===== src/shared/bsfu_pkg.sv =====
/*
 package for the bit, shift and flag unit: register map, command fields,
 flag positions, operation codes and reset values.
 assumes a 12-bit APB byte address and 32-bit data.
*/
package bsfu_pkg;

   // ----------------------------------------------------------------
   // register map (byte addresses)
   // ----------------------------------------------------------------
   localparam logic [11:0] ADDR_CMD = 12'h000;
   localparam logic [11:0] ADDR_OPERAND = 12'h004;
   localparam logic [11:0] ADDR_STATUS = 12'h008;
   localparam logic [11:0] ADDR_STATE = 12'h00c;
   localparam logic [11:0] ADDR_IO_BASE = 12'h040;
   localparam int unsigned IO_SLOT_LSB = 2;
   localparam int unsigned IO_BASE_LSB = 6;

   // ----------------------------------------------------------------
   // command word fields
   // ----------------------------------------------------------------
   localparam int unsigned CMD_OP_LSB = 0;
   localparam int unsigned CMD_OP_W = 5;
   localparam int unsigned CMD_BIT_LSB = 8;
   localparam int unsigned CMD_IO_LSB = 12;

   // ----------------------------------------------------------------
   // status register flag positions
   // ----------------------------------------------------------------
   localparam logic [2:0] FLAG_C = 3'h0;
   localparam logic [2:0] FLAG_Z = 3'h1;
   localparam logic [2:0] FLAG_N = 3'h2;
   localparam logic [2:0] FLAG_V = 3'h3;
   localparam logic [2:0] FLAG_S = 3'h4;
   localparam logic [2:0] FLAG_H = 3'h5;
   localparam logic [2:0] FLAG_T = 3'h6;
   localparam logic [2:0] FLAG_I = 3'h7;

   // ----------------------------------------------------------------
   // reset values
   // ----------------------------------------------------------------
   localparam logic [7:0] STATUS_RST = 8'h00;
   localparam logic [7:0] OPERAND_RST = 8'h00;
   localparam logic [7:0] IO_RST = 8'h00;

   // ----------------------------------------------------------------
   // operations
   // ----------------------------------------------------------------
   typedef enum logic [4:0] {
      OP_NOP = 5'h00,
      OP_IO_BIT_CLEAR = 5'h01,
      OP_IO_BIT_FORCE_ONE = 5'h02,
      OP_LOGIC_SHIFT_LEFT = 5'h03,
      OP_LOGIC_SHIFT_RIGHT = 5'h04,
      OP_ROTATE_LEFT_CARRY = 5'h05,
      OP_ROTATE_RIGHT_CARRY = 5'h06,
      OP_ARITH_SHIFT_RIGHT = 5'h07,
      OP_NIBBLE_EXCHANGE = 5'h08,
      OP_STATUS_FLAG_ON = 5'h09,
      OP_STATUS_FLAG_OFF = 5'h0a,
      OP_BIT_TO_TRANSFER_FLAG = 5'h0b,
      OP_TRANSFER_FLAG_TO_BIT = 5'h0c,
      OP_CARRY_FLAG_ON = 5'h0d,
      OP_CARRY_FLAG_OFF = 5'h0e,
      OP_NEGATIVE_FLAG_ON = 5'h0f,
      OP_NEGATIVE_FLAG_OFF = 5'h10,
      OP_ZERO_FLAG_ON = 5'h11,
      OP_ZERO_FLAG_OFF = 5'h12,
      OP_GLOBAL_IRQ_ON = 5'h13,
      OP_GLOBAL_IRQ_OFF = 5'h14,
      OP_SIGN_FLAG_ON = 5'h15
   } op_e;

   // io bit sequence, gray along idle -> fetch -> store
   typedef enum logic [1:0] {
      IO_IDLE = 2'b00,
      IO_FETCH = 2'b01,
      IO_STORE = 2'b11
   } io_state_e;

endpackage : bsfu_pkg


===== src/shift_rotate_core.sv =====
/*
 combinational shift and rotate datapath with carry, zero, negative and
 overflow results.
 assumes the caller registers the outputs and selects the operation.
*/
`timescale 1ns/1ns
module shift_rotate_core import bsfu_pkg::*; (
   input wire op_e op,
   input wire logic [7:0] value,
   input wire logic carry_in,
   output logic [7:0] result,
   output logic carry_out,
   output logic zero_out,
   output logic neg_out,
   output logic ovf_out
);

   always_comb begin
      result = value;
      carry_out = carry_in;
      unique case (op)
         OP_LOGIC_SHIFT_LEFT: begin
            result = {value[6:0], 1'b0};
            carry_out = value[7];
         end
         OP_LOGIC_SHIFT_RIGHT: begin
            result = {1'b0, value[7:1]};
            carry_out = value[0];
         end
         OP_ROTATE_LEFT_CARRY: begin
            result = {value[6:0], carry_in};
            carry_out = value[7];
         end
         OP_ROTATE_RIGHT_CARRY: begin
            result = {carry_in, value[7:1]};
            carry_out = value[0];
         end
         OP_ARITH_SHIFT_RIGHT: begin
            result = {value[7], value[7:1]};
            carry_out = value[0];
         end
         default: begin
            result = value;
            carry_out = carry_in;
         end
      endcase
      zero_out = (result == 8'h00);
      neg_out = result[7];
      ovf_out = result[7] ^ carry_out;
   end

endmodule : shift_rotate_core


===== src/bit_shift_flag_unit.sv =====
/*
 bit, shift and flag execution unit with an APB register slave.
 assumes APB master on pclk, asynchronous active-low presetn.
*/
// Notes on behaviour
// RULE_01: io bit clear, flags kept, two cycles
// RULE_02: io bit set, flags kept, two cycles
// RULE_03: shift left, zero in, flags updated
// RULE_04: shift right, zero in, flags updated
// RULE_05: rotate left through carry, one cycle
// RULE_06: rotate right through carry, one cycle
// RULE_07: arithmetic right shift keeps top bit
// RULE_08: nibble exchange, flags untouched, one cycle
// RULE_09: flag on sets selected status bit
// RULE_10: flag off clears selected status bit
// RULE_11: register bit copied into transfer flag
// RULE_12: transfer flag copied into register bit
// RULE_13: single flag set and clear ops
// RULE_14: negative off clears only negative
// RULE_15: global interrupt flag set to one
// RULE_16: global interrupt flag cleared to zero
// RULE_17: sign flag on sets only sign
// RULE_18: zero, negative, overflow from shift result
`timescale 1ns/1ns
module bit_shift_flag_unit import bsfu_pkg::*; #(
   parameter int unsigned NIO = 8
) (
   input wire logic pclk,
   input wire logic presetn,
   input wire logic psel,
   input wire logic penable,
   input wire logic pwrite,
   input wire logic [11:0] paddr,
   input wire logic [31:0] pwdata,
   output logic [31:0] prdata,
   output logic pready,
   output logic pslverr,
   output logic [7:0] status_q,
   output logic [7:0] operand_q,
   output logic global_irq_en,
   output logic busy
);

   localparam int unsigned IDXW = (NIO > 1) ? $clog2(NIO) : 1;

   if ((NIO < 2) || (NIO > 16) || ((NIO & (NIO - 1)) != 0)) begin : g_bad_nio
      $error("NIO must be a power of two from 2 to 16");
   end

   // ----------------------------------------------------------------
   // bus decode
   // ----------------------------------------------------------------
   io_state_e state_ff, nxt_state;
   logic [7:0] operand_ff, nxt_operand;
   logic [7:0] status_ff, nxt_status;
   logic [7:0] io_ff [NIO];
   logic [7:0] nxt_io [NIO];
   logic [IDXW-1:0] io_idx_ff, nxt_io_idx;
   logic [2:0] io_bit_ff, nxt_io_bit;
   logic io_set_ff, nxt_io_set;
   logic [7:0] io_val_ff, nxt_io_val;
   logic [31:0] prdata_ff, nxt_prdata;

   logic io_hit, reg_hit, hit, access, wr_done, exec;
   logic [IDXW-1:0] io_sel;
   logic [31:0] rd_mux;
   op_e cmd_op;
   logic [2:0] cmd_bit;
   logic [7:0] sh_result;
   logic sh_carry, sh_zero, sh_neg, sh_ovf;

   assign io_sel = paddr[IO_SLOT_LSB +: IDXW];
   assign io_hit = (paddr[11:IO_BASE_LSB] == ADDR_IO_BASE[11:IO_BASE_LSB])
      && ({1'b0, paddr[IO_BASE_LSB-1:IO_SLOT_LSB]} < 5'(NIO)) && (paddr[1:0] == 2'h0);
   assign reg_hit = (paddr == ADDR_CMD) || (paddr == ADDR_OPERAND)
      || (paddr == ADDR_STATUS) || (paddr == ADDR_STATE);
   assign hit = io_hit || reg_hit;
   assign access = psel && penable;
   // writes wait while an io bit sequence runs, so nothing races it
   assign pready = !(penable && pwrite && busy);
   assign pslverr = access && pready && !hit;
   assign wr_done = access && pwrite && pready && hit;
   assign exec = wr_done && (paddr == ADDR_CMD);
   assign cmd_op = op_e'(pwdata[CMD_OP_LSB +: CMD_OP_W]);
   assign cmd_bit = pwdata[CMD_BIT_LSB +: 3];
   assign busy = (state_ff != IO_IDLE);
   assign prdata = prdata_ff;
   assign status_q = status_ff;
   assign operand_q = operand_ff;
   assign global_irq_en = status_ff[FLAG_I];

   shift_rotate_core u_shift (
      .op(cmd_op),
      .value(operand_ff),
      .carry_in(status_ff[FLAG_C]),
      .result(sh_result),
      .carry_out(sh_carry),
      .zero_out(sh_zero),
      .neg_out(sh_neg),
      .ovf_out(sh_ovf)
   );

   // ----------------------------------------------------------------
   // read data
   // ----------------------------------------------------------------
   always_comb begin
      rd_mux = 32'h0;
      if (io_hit) begin
         rd_mux = {24'h0, io_ff[io_sel]};
      end else if (paddr == ADDR_OPERAND) begin
         rd_mux = {24'h0, operand_ff};
      end else if (paddr == ADDR_STATUS) begin
         rd_mux = {24'h0, status_ff};
      end else if (paddr == ADDR_STATE) begin
         rd_mux = {29'h0, busy, state_ff};
      end
      nxt_prdata = prdata_ff;
      if (psel && !pwrite) begin
         nxt_prdata = rd_mux;
      end
   end

   // ----------------------------------------------------------------
   // execution
   // ----------------------------------------------------------------
   always_comb begin
      nxt_state = state_ff;
      nxt_operand = operand_ff;
      nxt_status = status_ff;
      nxt_io = io_ff;
      nxt_io_idx = io_idx_ff;
      nxt_io_bit = io_bit_ff;
      nxt_io_set = io_set_ff;
      nxt_io_val = io_val_ff;
      if (wr_done && io_hit) begin
         nxt_io[io_sel] = pwdata[7:0];
      end
      if (wr_done && (paddr == ADDR_OPERAND)) begin
         nxt_operand = pwdata[7:0];
      end
      if (wr_done && (paddr == ADDR_STATUS)) begin
         nxt_status = pwdata[7:0];
      end
      if (exec) begin
         unique case (cmd_op)
            // RULE_01 RULE_02 start io sequence
            OP_IO_BIT_CLEAR, OP_IO_BIT_FORCE_ONE: begin
               nxt_state = IO_FETCH;
               nxt_io_idx = pwdata[CMD_IO_LSB +: IDXW];
               nxt_io_bit = cmd_bit;
               nxt_io_set = (cmd_op == OP_IO_BIT_FORCE_ONE);
            end
            // RULE_03 RULE_04 RULE_05 RULE_06 RULE_07 shift datapath
            OP_LOGIC_SHIFT_LEFT, OP_LOGIC_SHIFT_RIGHT, OP_ROTATE_LEFT_CARRY,
            OP_ROTATE_RIGHT_CARRY, OP_ARITH_SHIFT_RIGHT: begin
               nxt_operand = sh_result;
               nxt_status[FLAG_C] = sh_carry;
               // RULE_18 flags from result
               nxt_status[FLAG_Z] = sh_zero;
               nxt_status[FLAG_N] = sh_neg;
               nxt_status[FLAG_V] = sh_ovf;
            end
            // RULE_08 swap nibbles
            OP_NIBBLE_EXCHANGE: nxt_operand = {operand_ff[3:0], operand_ff[7:4]};
            // RULE_09 selected flag on
            OP_STATUS_FLAG_ON: nxt_status[cmd_bit] = 1'b1;
            // RULE_10 selected flag off
            OP_STATUS_FLAG_OFF: nxt_status[cmd_bit] = 1'b0;
            // RULE_11 bit into transfer flag
            OP_BIT_TO_TRANSFER_FLAG: nxt_status[FLAG_T] = operand_ff[cmd_bit];
            // RULE_12 transfer flag into bit
            OP_TRANSFER_FLAG_TO_BIT: nxt_operand[cmd_bit] = status_ff[FLAG_T];
            // RULE_13 carry and zero set/clear
            OP_CARRY_FLAG_ON: nxt_status[FLAG_C] = 1'b1;
            OP_CARRY_FLAG_OFF: nxt_status[FLAG_C] = 1'b0;
            OP_ZERO_FLAG_ON: nxt_status[FLAG_Z] = 1'b1;
            OP_ZERO_FLAG_OFF: nxt_status[FLAG_Z] = 1'b0;
            // RULE_13 negative set
            OP_NEGATIVE_FLAG_ON: nxt_status[FLAG_N] = 1'b1;
            // RULE_14 negative clear
            OP_NEGATIVE_FLAG_OFF: nxt_status[FLAG_N] = 1'b0;
            // RULE_15 interrupts enabled
            OP_GLOBAL_IRQ_ON: nxt_status[FLAG_I] = 1'b1;
            // RULE_16 interrupts disabled
            OP_GLOBAL_IRQ_OFF: nxt_status[FLAG_I] = 1'b0;
            // RULE_17 sign flag on
            OP_SIGN_FLAG_ON: nxt_status[FLAG_S] = 1'b1;
            default: nxt_state = state_ff;
         endcase
      end
      // RULE_01 RULE_02 fetch then store, status untouched
      unique case (state_ff)
         IO_IDLE: nxt_io_val = io_val_ff;
         IO_FETCH: begin
            nxt_io_val = io_ff[io_idx_ff];
            nxt_state = IO_STORE;
         end
         IO_STORE: begin
            nxt_io[io_idx_ff] = io_val_ff;
            nxt_io[io_idx_ff][io_bit_ff] = io_set_ff;
            nxt_state = IO_IDLE;
         end
         default: nxt_state = IO_IDLE;
      endcase
   end

   always_ff @(posedge pclk or negedge presetn) begin
      if (!presetn) begin
         state_ff <= IO_IDLE;
         operand_ff <= OPERAND_RST;
         status_ff <= STATUS_RST;
         io_ff <= '{default: IO_RST};
         io_idx_ff <= '0;
         io_bit_ff <= 3'h0;
         io_set_ff <= 1'b0;
         io_val_ff <= IO_RST;
         prdata_ff <= 32'h0;
      end else begin
         state_ff <= nxt_state;
         operand_ff <= nxt_operand;
         status_ff <= nxt_status;
         io_ff <= nxt_io;
         io_idx_ff <= nxt_io_idx;
         io_bit_ff <= nxt_io_bit;
         io_set_ff <= nxt_io_set;
         io_val_ff <= nxt_io_val;
         prdata_ff <= nxt_prdata;
      end
   end

   // ----------------------------------------------------------------
   // checks
   // ----------------------------------------------------------------
   logic [7:0] prev_op_ff;
   logic [7:0] prev_st_ff;
   always_ff @(posedge pclk or negedge presetn) begin
      if (!presetn) begin
         prev_op_ff <= 8'h00;
         prev_st_ff <= 8'h00;
      end else begin
         prev_op_ff <= operand_ff;
         prev_st_ff <= status_ff;
      end
   end
endmodule : bit_shift_flag_unit


===== config.mk =====
export PLATFORM = sky130hd
export DESIGN_NAME = bit_shift_flag_unit
export DESIGN_NICKNAME = d
export VERILOG_FILES = /design/src/shared/bsfu_pkg.sv /design/src/shift_rotate_core.sv /design/src/bit_shift_flag_unit.sv
export SDC_FILE = /design/constraint.sdc
export NUM_CORES = 1
export LEC_CHECK = 0
export ABC_AREA = 1
export BUFFER_PORTS_ARGS = -buffer_cell sky130_fd_sc_hd__clkbuf_2
export CELL_PAD_IN_SITES_DETAIL_PLACEMENT = 0
export CELL_PAD_IN_SITES_GLOBAL_PLACEMENT = 1
export CORE_ASPECT_RATIO = 0.9
export CORE_UTILIZATION = 42
export CTS_CLUSTER_SIZE = 10
export DETAILED_ROUTE_END_ITERATION = 16
export GPL_TIMING_DRIVEN = 0
export PLACE_DENSITY = 0.79
export SLEW_MARGIN = 0
export SYNTH_ARGS = -nofsm -noshare
export SYNTH_HDL_FRONTEND = slang
export SYNTH_HIERARCHICAL = 1
export SYNTH_SLANG_ARGS = --single-unit

===== constraint.sdc =====
create_clock -name pclk -period 1.81 [get_ports pclk]
set_input_delay 0.181 -clock pclk [delete_from_list [all_inputs] [get_ports pclk]]
set_output_delay 0.181 -clock pclk [all_outputs]
set_load 0.005 [all_outputs]

==> out/metrics.cfg, run 1 <==
[floorplan]
row_count=47
ios=101
die_area_um2=19700
core-area_um2=18500
dieWidth_um=148
chipHeight_um=133
initial_core_util_pct=43.3

[synthesis]
ys.flop_type=dfrtp_1
synth_area_leader_cell=dfrtp_1
ys_types=44
ys_warn_count=6
synthCells=1252
async_reset_ff_share_pct=100
synth.top_cell.area_share_pct=32.7
ys_ff_latch=105
synth_edf_count=0
netlist_area_um2=8020
syn_avg_cell_area_um2=6.41
yosysSeqAreaShare_pct=32.7
synth_area_leaders=dfrtp_1 33%, nand2_1 22%, inv_1 7.3%, nand3_1 6.9%, nor2_1 3.1%

[pwr]
power.leakage_nw=4.92
ir_worst_vdd_v=0.000385
power_density_nw_per_um2=516

[critical_path]
cp.required_ns=2.10
cp-start-kind=register
critical_path_class=reg -> reg
cp_max_fo=6
critical_path_arrival_ns=2.10
end_kind=register
rrSetupSlack_ns=0.008

[layout]
layout_commonest_cell=nand2_1
nFillCells=1998
drive_gt1_share_pct=17.8
final_cell_mix=476 x nand2_1, 155 x inv_1, 104 x nand3_1
syn2layout_area_growth_pct=17.5
antenna_cells=0
postLayoutCoreUtil_pct=50.9
fin_nets=1419

[global_routing]
grt_pass1_wl_um=47600
overflow=0
grt_pass1_vias=7858
antenna_found_initial=0
grt_use_total_pct=32.8
grt_max_degree=106

[clock_network]
clkLatencyLatePin_ns=0.37
cts_buffers=9
clock_sinks=105
clk_pin_slew_ns=0.07
htreeDepth=3
clockBufferDepth=2
cts_tree=built
root_buffer=clkbuf_16

[sta]
drv_slew=0
finalSetupViolations=0
period_share_pct=99.6
worst_pin_slew_ns=0.947
fin_setup_tns_ns=0
rsz0062_at_grt=yes
fin_crit_ns=1.80
relSlewSlack_pct=36.9
finalClockSkew_ns=0.00900
hold_viol_final=0
fmax_mhz=555

[drt]
routed_wl_um=32000
vias=8958
ant_nets=0
wire_per_inst_um=19.8
viasPerCell=5.53
drc=0
dr.first_iter.drc_count=970
dr.pass1.iters=5

[run]
cap_viol_max_count=0

[hold_path]
hp-class=in -> reg

[run_status]
status=complete, no violations

[placed_design]
gp_congestion=0.946
portBuffers=56
dpl.hpwl_um=23400

[state kept, by name, summed over array words and instances, names as in the netlist]
register / count
io_val_ff: 8
state_ff: 2
operand_q: 8
io_set_ff: 1
status_q: 8
io_bit_ff: 3
prdata: 8
io_ff: 64
io_idx_ff: 3
[routing by layer]
metal / up-vias / track usage [%] / wire length [µm]
met5: - / 0 / 0
met3: 30 / 6.06 / 3870
met1: 4187 / 51.6 / 14700
met2: 527 / 45.1 / 13000
li1: 4214 / - / -
met4: 0 / 8.48 / 466
[power breakdown]
part / internal (mW) / leakage (nW) / switching (mW) / total, mW
combinational: 0.155 / 3.71 / 0.424 / 0.580
sequential: 2.35 / 1.07 / 0.00135 / 2.35
clock: 0.964 / 0.138 / 0.973 / 1.94
[path summary, 6_finish.rpt]
path                       depth (start not counted)         start            to
setup reg to reg                                   7  io_idx_ff[2]  io_val_ff[5]
setup / recovery                                   7  io_idx_ff[2]  io_val_ff[5]
min in group asynchronous                          2       presetn     io_ff[45]
max in group asynchronous                          2       presetn  io_idx_ff[2]
hold reg to reg                                    2     prdata[4]     prdata[4]
hold / removal                                     3    pwdata[12]  io_idx_ff[0]
[stage by stage]
| stage | cells | worst slack, ns | power (mW) | hold WS (ns) | instance area, µm² |
|---|---|---|---|---|---|
| after floorplan | 1275 | 0.171 | 2.71 | -0.115 | 8110 |
| after global placement | 1576 | -1.13 | 2.95 | 0.430 | 8700 |
| after detailed placement | 1576 | -0.513 | 2.95 | 0.371 | 8710 |
| after CTS | 1598 | 0.0000544 | 4.87 | 0.0655 | 9170 |
| after global routing | 1619 | -0.0465 | 5.01 | 0.0874 | 9430 |
| final | 1619 | 0.00802 | 4.86 | 0.0690 | 9430 |
[layout make-up]
| cell class | instances | area (µm²) | share of cell area, % |
|---|---|---|---|
| timing repair buffer | 83 | 507 | 5.37 |
| sequential | 105 | 2630 | 27.9 |
| clock inverter | 5 | 32.5 | 0.345 |
| inverter | 183 | 696 | 7.38 |
| tap | 245 | 307 | 3.25 |
| multi-input combinational | 937 | 4660 | 49.5 |
| clock buffer | 10 | 239 | 2.53 |
| buffer | 51 | 354 | 3.75 |
[synth_stat cells, types with 2 or more instances]
cell type	number
o22ai_1	20
clkbuf_1	7
o2111ai_1	7
buf_6	6
nor3_1	8
clkinv_2	3
a31oi_1	4
o21ai_2	2
nor2_4	9
a22oi_1	4
buf_1	3
buf_4	27
nand2_2	7
nand4_1	33
nor2_2	9
o211ai_1	2
nand2_1	480
o21ai_0	41
nand3_4	6
o21ai_1	28
nand3_2	8
a21oi_1	38
a221oi_1	3
and2_0	4
inv_1	156
dfrtp_1	105
nor2_1	67
nor3_2	2
inv_2	23
buf_2	8
nand3_1	110
nand3b_1	2
o221ai_1	6
nor2_8	4
[worst max-delay path: stages (launching register included)]
cell,delay [ns]
dfrtp_2,0.47
inv_2,0.18
nand3_2,0.29
inv_1,0.34
nand2_1,0.09
o2111ai_1,0.18
nor3_1,0.09
nor2_1,0.09
[repair_timing]
item	4_1_cts	5_1_grt
hold buffers	1	0
endpoints found under the setup margin	91	90
endpoints found under the hold margin	27	0
gates resized for setup	29	31
pin swaps	5	10
cloned	0	2
setup buffers	6	19
[kinds of logic (layout without fill, tap and decap cells)]
logic type      Yosys count  count (layout)  synth area share, %
compound gates          157             157                 11.3
xor+xnor                  1               1                0.109
buf+inv                 234             332                 12.9
flops                   105             105                 32.7
other cells               1              24               0.0467
simple gates            754             755                 42.9
Power figures use the tool's default switching activity.
==> inputs of run 2 (changes only) <==
--- a/config.mk
+++ b/config.mk
@@ -10,11 +10,12 @@
 export CELL_PAD_IN_SITES_DETAIL_PLACEMENT = 0
 export CELL_PAD_IN_SITES_GLOBAL_PLACEMENT = 1
 export CORE_ASPECT_RATIO = 0.9
+export CORE_MARGIN = 2
 export CORE_UTILIZATION = 42
 export CTS_CLUSTER_SIZE = 10
 export DETAILED_ROUTE_END_ITERATION = 16
 export GPL_TIMING_DRIVEN = 0
-export PLACE_DENSITY = 0.79
+export PLACE_DENSITY_LB_ADDON = 0.25
 export SLEW_MARGIN = 0
 export SYNTH_ARGS = -nofsm -noshare
 export SYNTH_HDL_FRONTEND = slang
==> out/metrics.cfg, run 2 (synthesis results as in run 1) <==
[critical_path]
critical_path_arrival_ns=2.15
cp_max_fo=6
critical_path_class=reg -> reg
cp.required_ns=2.12
end_kind=register
cp-start-kind=register

[layout]
drive_gt1_share_pct=18.7
antenna_cells=0
multi_input_area_um2=4740
final_cell_mix=473 x nand2_1, 154 x inv_1, 101 x dfrtp_1
nFillCells=1950
register_area_um2=2630
syn2layout_area_growth_pct=19.5
top_register=io_ff
layout_commonest_cell=nand2_1
postLayoutCoreUtil_pct=51.6
largest_reg_flops=64
fin_nets=1419

[sta]
fin_crit_ns=1.85
whs_ns=0.0679
worst_pin_slew_ns=0.951
drv_slew=0
period_share_pct=102
finalSetupViolations=8
relSlewSlack_pct=36.2
fin_ws_ns=-0.0353
finalClockSkew_ns=0.00872
rsz0062_at_grt=yes
hold_viol_final=0
fmax_mhz=542

[clock_network]
cts_tree=built
clk_pin_slew_ns=0.08
cts_buffers=9
htreeDepth=3
root_buffer=clkbuf_16
clockBufferDepth=2
clock_sinks=105
clkLatencyLatePin_ns=0.37

[pwr]
p_total_mw=4.88
ir_worst_vdd_v=0.000367
power.leakage_nw=4.99
power_density_nw_per_um2=508

[global_routing]
grt_max_degree=106
grt_use_total_pct=31.3
grt_pass1_vias=7883
grt_pass1_wl_um=47300
antenna_found_initial=0
overflow=0

[drt]
ant_nets=0
vias=8964
wire_per_inst_um=19.6
dr.first_iter.drc_count=1161
routed_wl_um=31800
dr.pass1.iters=7
viasPerCell=5.53
drc=0

[hold_path]
hp-class=in -> reg

[placed_design]
gp_congestion=0.968
dpl.hpwl_um=22900
portBuffers=56

[floorplan]
core-area_um2=18600
initial_core_util_pct=43.2
dieWidth_um=150
die_area_um2=20200
ios=101
chipHeight_um=135
row_count=47

[run_status]
status=complete, but fails checks
violations=setup timing

[run]
cap_viol_max_count=0

[run 2: cell types whose count changed in the layout (fill, tap and decap cells not counted), moves of 2 or more]
cell | before | now
buf_12 | 1 | 3
buf_4 | 52 | 47
clkbuf_1 | 6 | 8
clkbuf_16 | 9 | 11
clkbuf_2 | 57 | 55
clkinvlp_4 | 0 | 2
nand2_1 | 476 | 473
nand2_2 | 9 | 11
nand3_1 | 104 | 98
nand3_2 | 9 | 14
[run 2: worst paths after layout]
check                            start            to  slack (ns)  cells after the start
setup / recovery           state_ff[1]     io_ff[26]       -0.04                      9
hold / removal              pwdata[14]  io_idx_ff[2]        0.07                      3
setup reg to reg           state_ff[1]     io_ff[26]       -0.04                      9
hold reg to reg              prdata[1]     prdata[1]        0.48                      2
max in group asynchronous      presetn  io_idx_ff[2]        0.89                      3
min in group asynchronous      presetn     io_ff[45]        0.46                      3
[run 2: timing repair]
| action | 4_1_cts | 5_1_grt |
|---|---|---|
| hold buffers | 1 | 0 |
| pin swaps | 4 | 12 |
| setup buffers | 6 | 17 |
| setup endpoints to repair | 88 | 82 |
| cloned | 0 | 3 |
| hold endpoints to repair | 105 | 0 |
| resized for setup | 28 | 49 |
[run 2: final cells by class]
cell class	count	area share, %
Sequential cell	105	27.4
Buffer	51	3.80
Inverter	183	7.30
Tap cell	245	3.20
Timing Repair Buffer	83	6.03
Multi-Input combinational cell	937	49.4
Clock buffer	11	2.53
Clock inverter	5	0.326
[run 2: metrics by stage]
stage	setup slack, ns	std cells	area [µm²]	TNS (ns)
floorplan	0.171	1275	8110	0
global placement	-1.14	1576	8700	-140.99
detailed placement	-0.494	1577	8730	-23.56
CTS	-0.00924	1600	9180	-0.00924
global route	-0.108	1620	9590	-1.98
finish	-0.0353	1620	9590	-0.139
[run 2: power breakdown]
| part | internal (mW) | switching (mW) |
|---|---|---|
| registers | 2.35 | 0.00140 |
| logic | 0.160 | 0.429 |
| clock network | 0.970 | 0.972 |
| total | 3.47 | 1.40 |
[run 2: worst max-delay path, stage by stage (launching register included)]
cell     delay [ns]
dfrtp_2        0.46
nor2_4         0.16
nand4_1        0.15
nor2_4         0.25
buf_12         0.17
nand3_4        0.15
buf_4          0.22
nand2_1        0.05
nand3_1        0.09
nand2_1        0.10
[run 2: routing by layer]
layer	track usage, %	vias up	routed length (µm)
met4	8.07	0	702
met2	43.8	514	12800
met3	8.24	53	3990
li1	-	4233	-
met5	0	-	0
met1	47.6	4164	14300
==> inputs of run 3 (changes only) <==
--- a/config.mk
+++ b/config.mk
@@ -6,14 +6,14 @@
 export NUM_CORES = 1
 export LEC_CHECK = 0
 export ABC_AREA = 1
-export BUFFER_PORTS_ARGS = -buffer_cell sky130_fd_sc_hd__clkbuf_2
 export CELL_PAD_IN_SITES_DETAIL_PLACEMENT = 0
 export CELL_PAD_IN_SITES_GLOBAL_PLACEMENT = 1
-export CORE_ASPECT_RATIO = 0.9
+export CORE_ASPECT_RATIO = 1.5
 export CORE_MARGIN = 2
-export CORE_UTILIZATION = 42
+export CORE_UTILIZATION = 46
 export CTS_CLUSTER_SIZE = 10
 export DETAILED_ROUTE_END_ITERATION = 16
+export DONT_BUFFER_PORTS = 1
 export GPL_TIMING_DRIVEN = 0
 export PLACE_DENSITY_LB_ADDON = 0.25
 export SLEW_MARGIN = 0
==> out/metrics.cfg, run 3 (synthesis results as in run 1) <==
[global_routing]
grt_max_degree=106
overflow=0
grt_pass1_wl_um=48700
grt_pass1_vias=8295
antenna_found_initial=0
grt_use_total_pct=34.7

[drt]
viasPerCell=5.61
wire_per_inst_um=21.2
ant_nets=0
dr.pass1.iters=8
dr.first_iter.drc_count=779
drc=0
vias=8583
routed_wl_um=32400

[layout]
antenna_cells=0
layout_commonest_cell=nand2_1
drive_gt1_share_pct=14.6
final_cell_mix=478 x nand2_1, 154 x inv_1, 104 x nand3_1
syn2layout_area_growth_pct=13.8
largest_reg_flops=64
postLayoutCoreUtil_pct=53.1
top_register=io_ff
fin_nets=1362
nFillCells=1812

[critical_path]
cp_max_fo=5
crit_path_cell_trace=nor2_4 > nor2_2 > nor2_8 > nand2_8 > nor2_8 > buf_12 > nand4_4 > buf_8 > nand2_1 > o21ai_1
critical_path_arrival_ns=2.08
cpMostUsedCell=nor2_8
cpMaxStageDelayCell=dfrtp_2
cp-start-kind=register
cp.required_ns=2.05
critical_path_class=reg -> reg
end_kind=register
critical-path-max-stage-delay_ns=0.45
crit_family=simple AND/OR/NAND/NOR gates
critPathBufInv=2

[sta]
fin_ws_ns=-0.0287
whs_ns=-0.486
fin_setup_tns_ns=-0.0662
drv_slew=0
fin_crit_ns=1.84
fmax_mhz=544
rsz0062_at_grt=yes
hold_viol_final=105
worst_pin_slew_ns=0.921
finalSetupViolations=4
period_share_pct=102
relSlewSlack_pct=38.6
finalClockSkew_ns=0.00910

[clock_network]
root_buffer=clkbuf_16
cts_tree=built
cts_hold_buf=3
htreeDepth=3
clk_pin_slew_ns=0.08
cts_buffers=9
clockBufferDepth=2
clock_sinks=105
clkLatencyLatePin_ns=0.36

[placed_design]
portBuffers=0
gp_congestion=0.974
dpl.hpwl_um=24300

[run_status]
violations=hold timing, setup timing
status=complete, but fails checks

[floorplan]
dieWidth_um=112
chipHeight_um=166
initial_core_util_pct=46.7
ios=101
core-area_um2=17200
row_count=59
die_area_um2=18500

[pwr]
power.leakage_nw=4.67
ir_worst_vdd_v=0.000507
power_density_nw_per_um2=520
p_total_mw=4.75

[hold_path]
hp-class=in -> async

[run]
cap_viol_max_count=0

run 3: worst paths after layout:
path                           endpoint  slack (ns)         from  cells after the start
max reg2reg                io_bit_ff[2]       -0.03  state_ff[1]                     10
min                           io_ff[44]       -0.49      presetn                      0
max in group asynchronous   state_ff[1]        2.14      presetn                      0
max                        io_bit_ff[2]       -0.03  state_ff[1]                     10
min in group pclk             io_set_ff        0.03    pwdata[3]                      3
min reg2reg                   io_set_ff        0.51    io_set_ff                      2
run 3: report_power, final:
| group | total (mW) | switching (mW) | leakage, nW | internal [mW] |
|---|---|---|---|---|
| logic | 0.483 | 0.346 | 3.47 | 0.136 |
| clock network | 1.92 | 0.974 | 0.126 | 0.948 |
| registers | 2.35 | 0.00145 | 1.07 | 2.34 |
| total | 4.75 | 1.32 | 4.67 | 3.43 |
run 3: metrics by stage:
step                      cell area, µm²  cells  worst slack, ns
after floorplan                     8110   1275            0.171
after global placement              8380   1488           -0.390
after detailed placement            8380   1488           -0.429
after CTS                           8860   1514          0.00531
after global routing                9140   1531          -0.0781
final                               9140   1531          -0.0287
run 3: area by class of cell:
cell class	instances	area (µm²)	share of cell area, %
multi-input combinational	936	4650	50.9
sequential	105	2630	28.8
inverter	183	699	7.66
buffer	51	360	3.94
tap	213	267	2.92
timing repair buffer	27	256	2.81
clock buffer	11	233	2.55
clock inverter	5	41.3	0.452
run 3: repair_timing:
action | in CTS | in global routing
pin swaps | 5 | 4
setup buffers | 7 | 16
endpoints found under the hold margin | 108 | 105
gates cloned | 0 | 1
gates resized for setup | 29 | 33
endpoints found under the setup margin | 94 | 87
run 3: per-layer routing:
layer	up-vias	routed length [µm]	track usage [%]
li1	4099	-	-
met1	3958	11100	37.7
met2	401	16800	61.5
met3	125	1990	4.20
met4	0	2530	24.8
met5	-	0	0
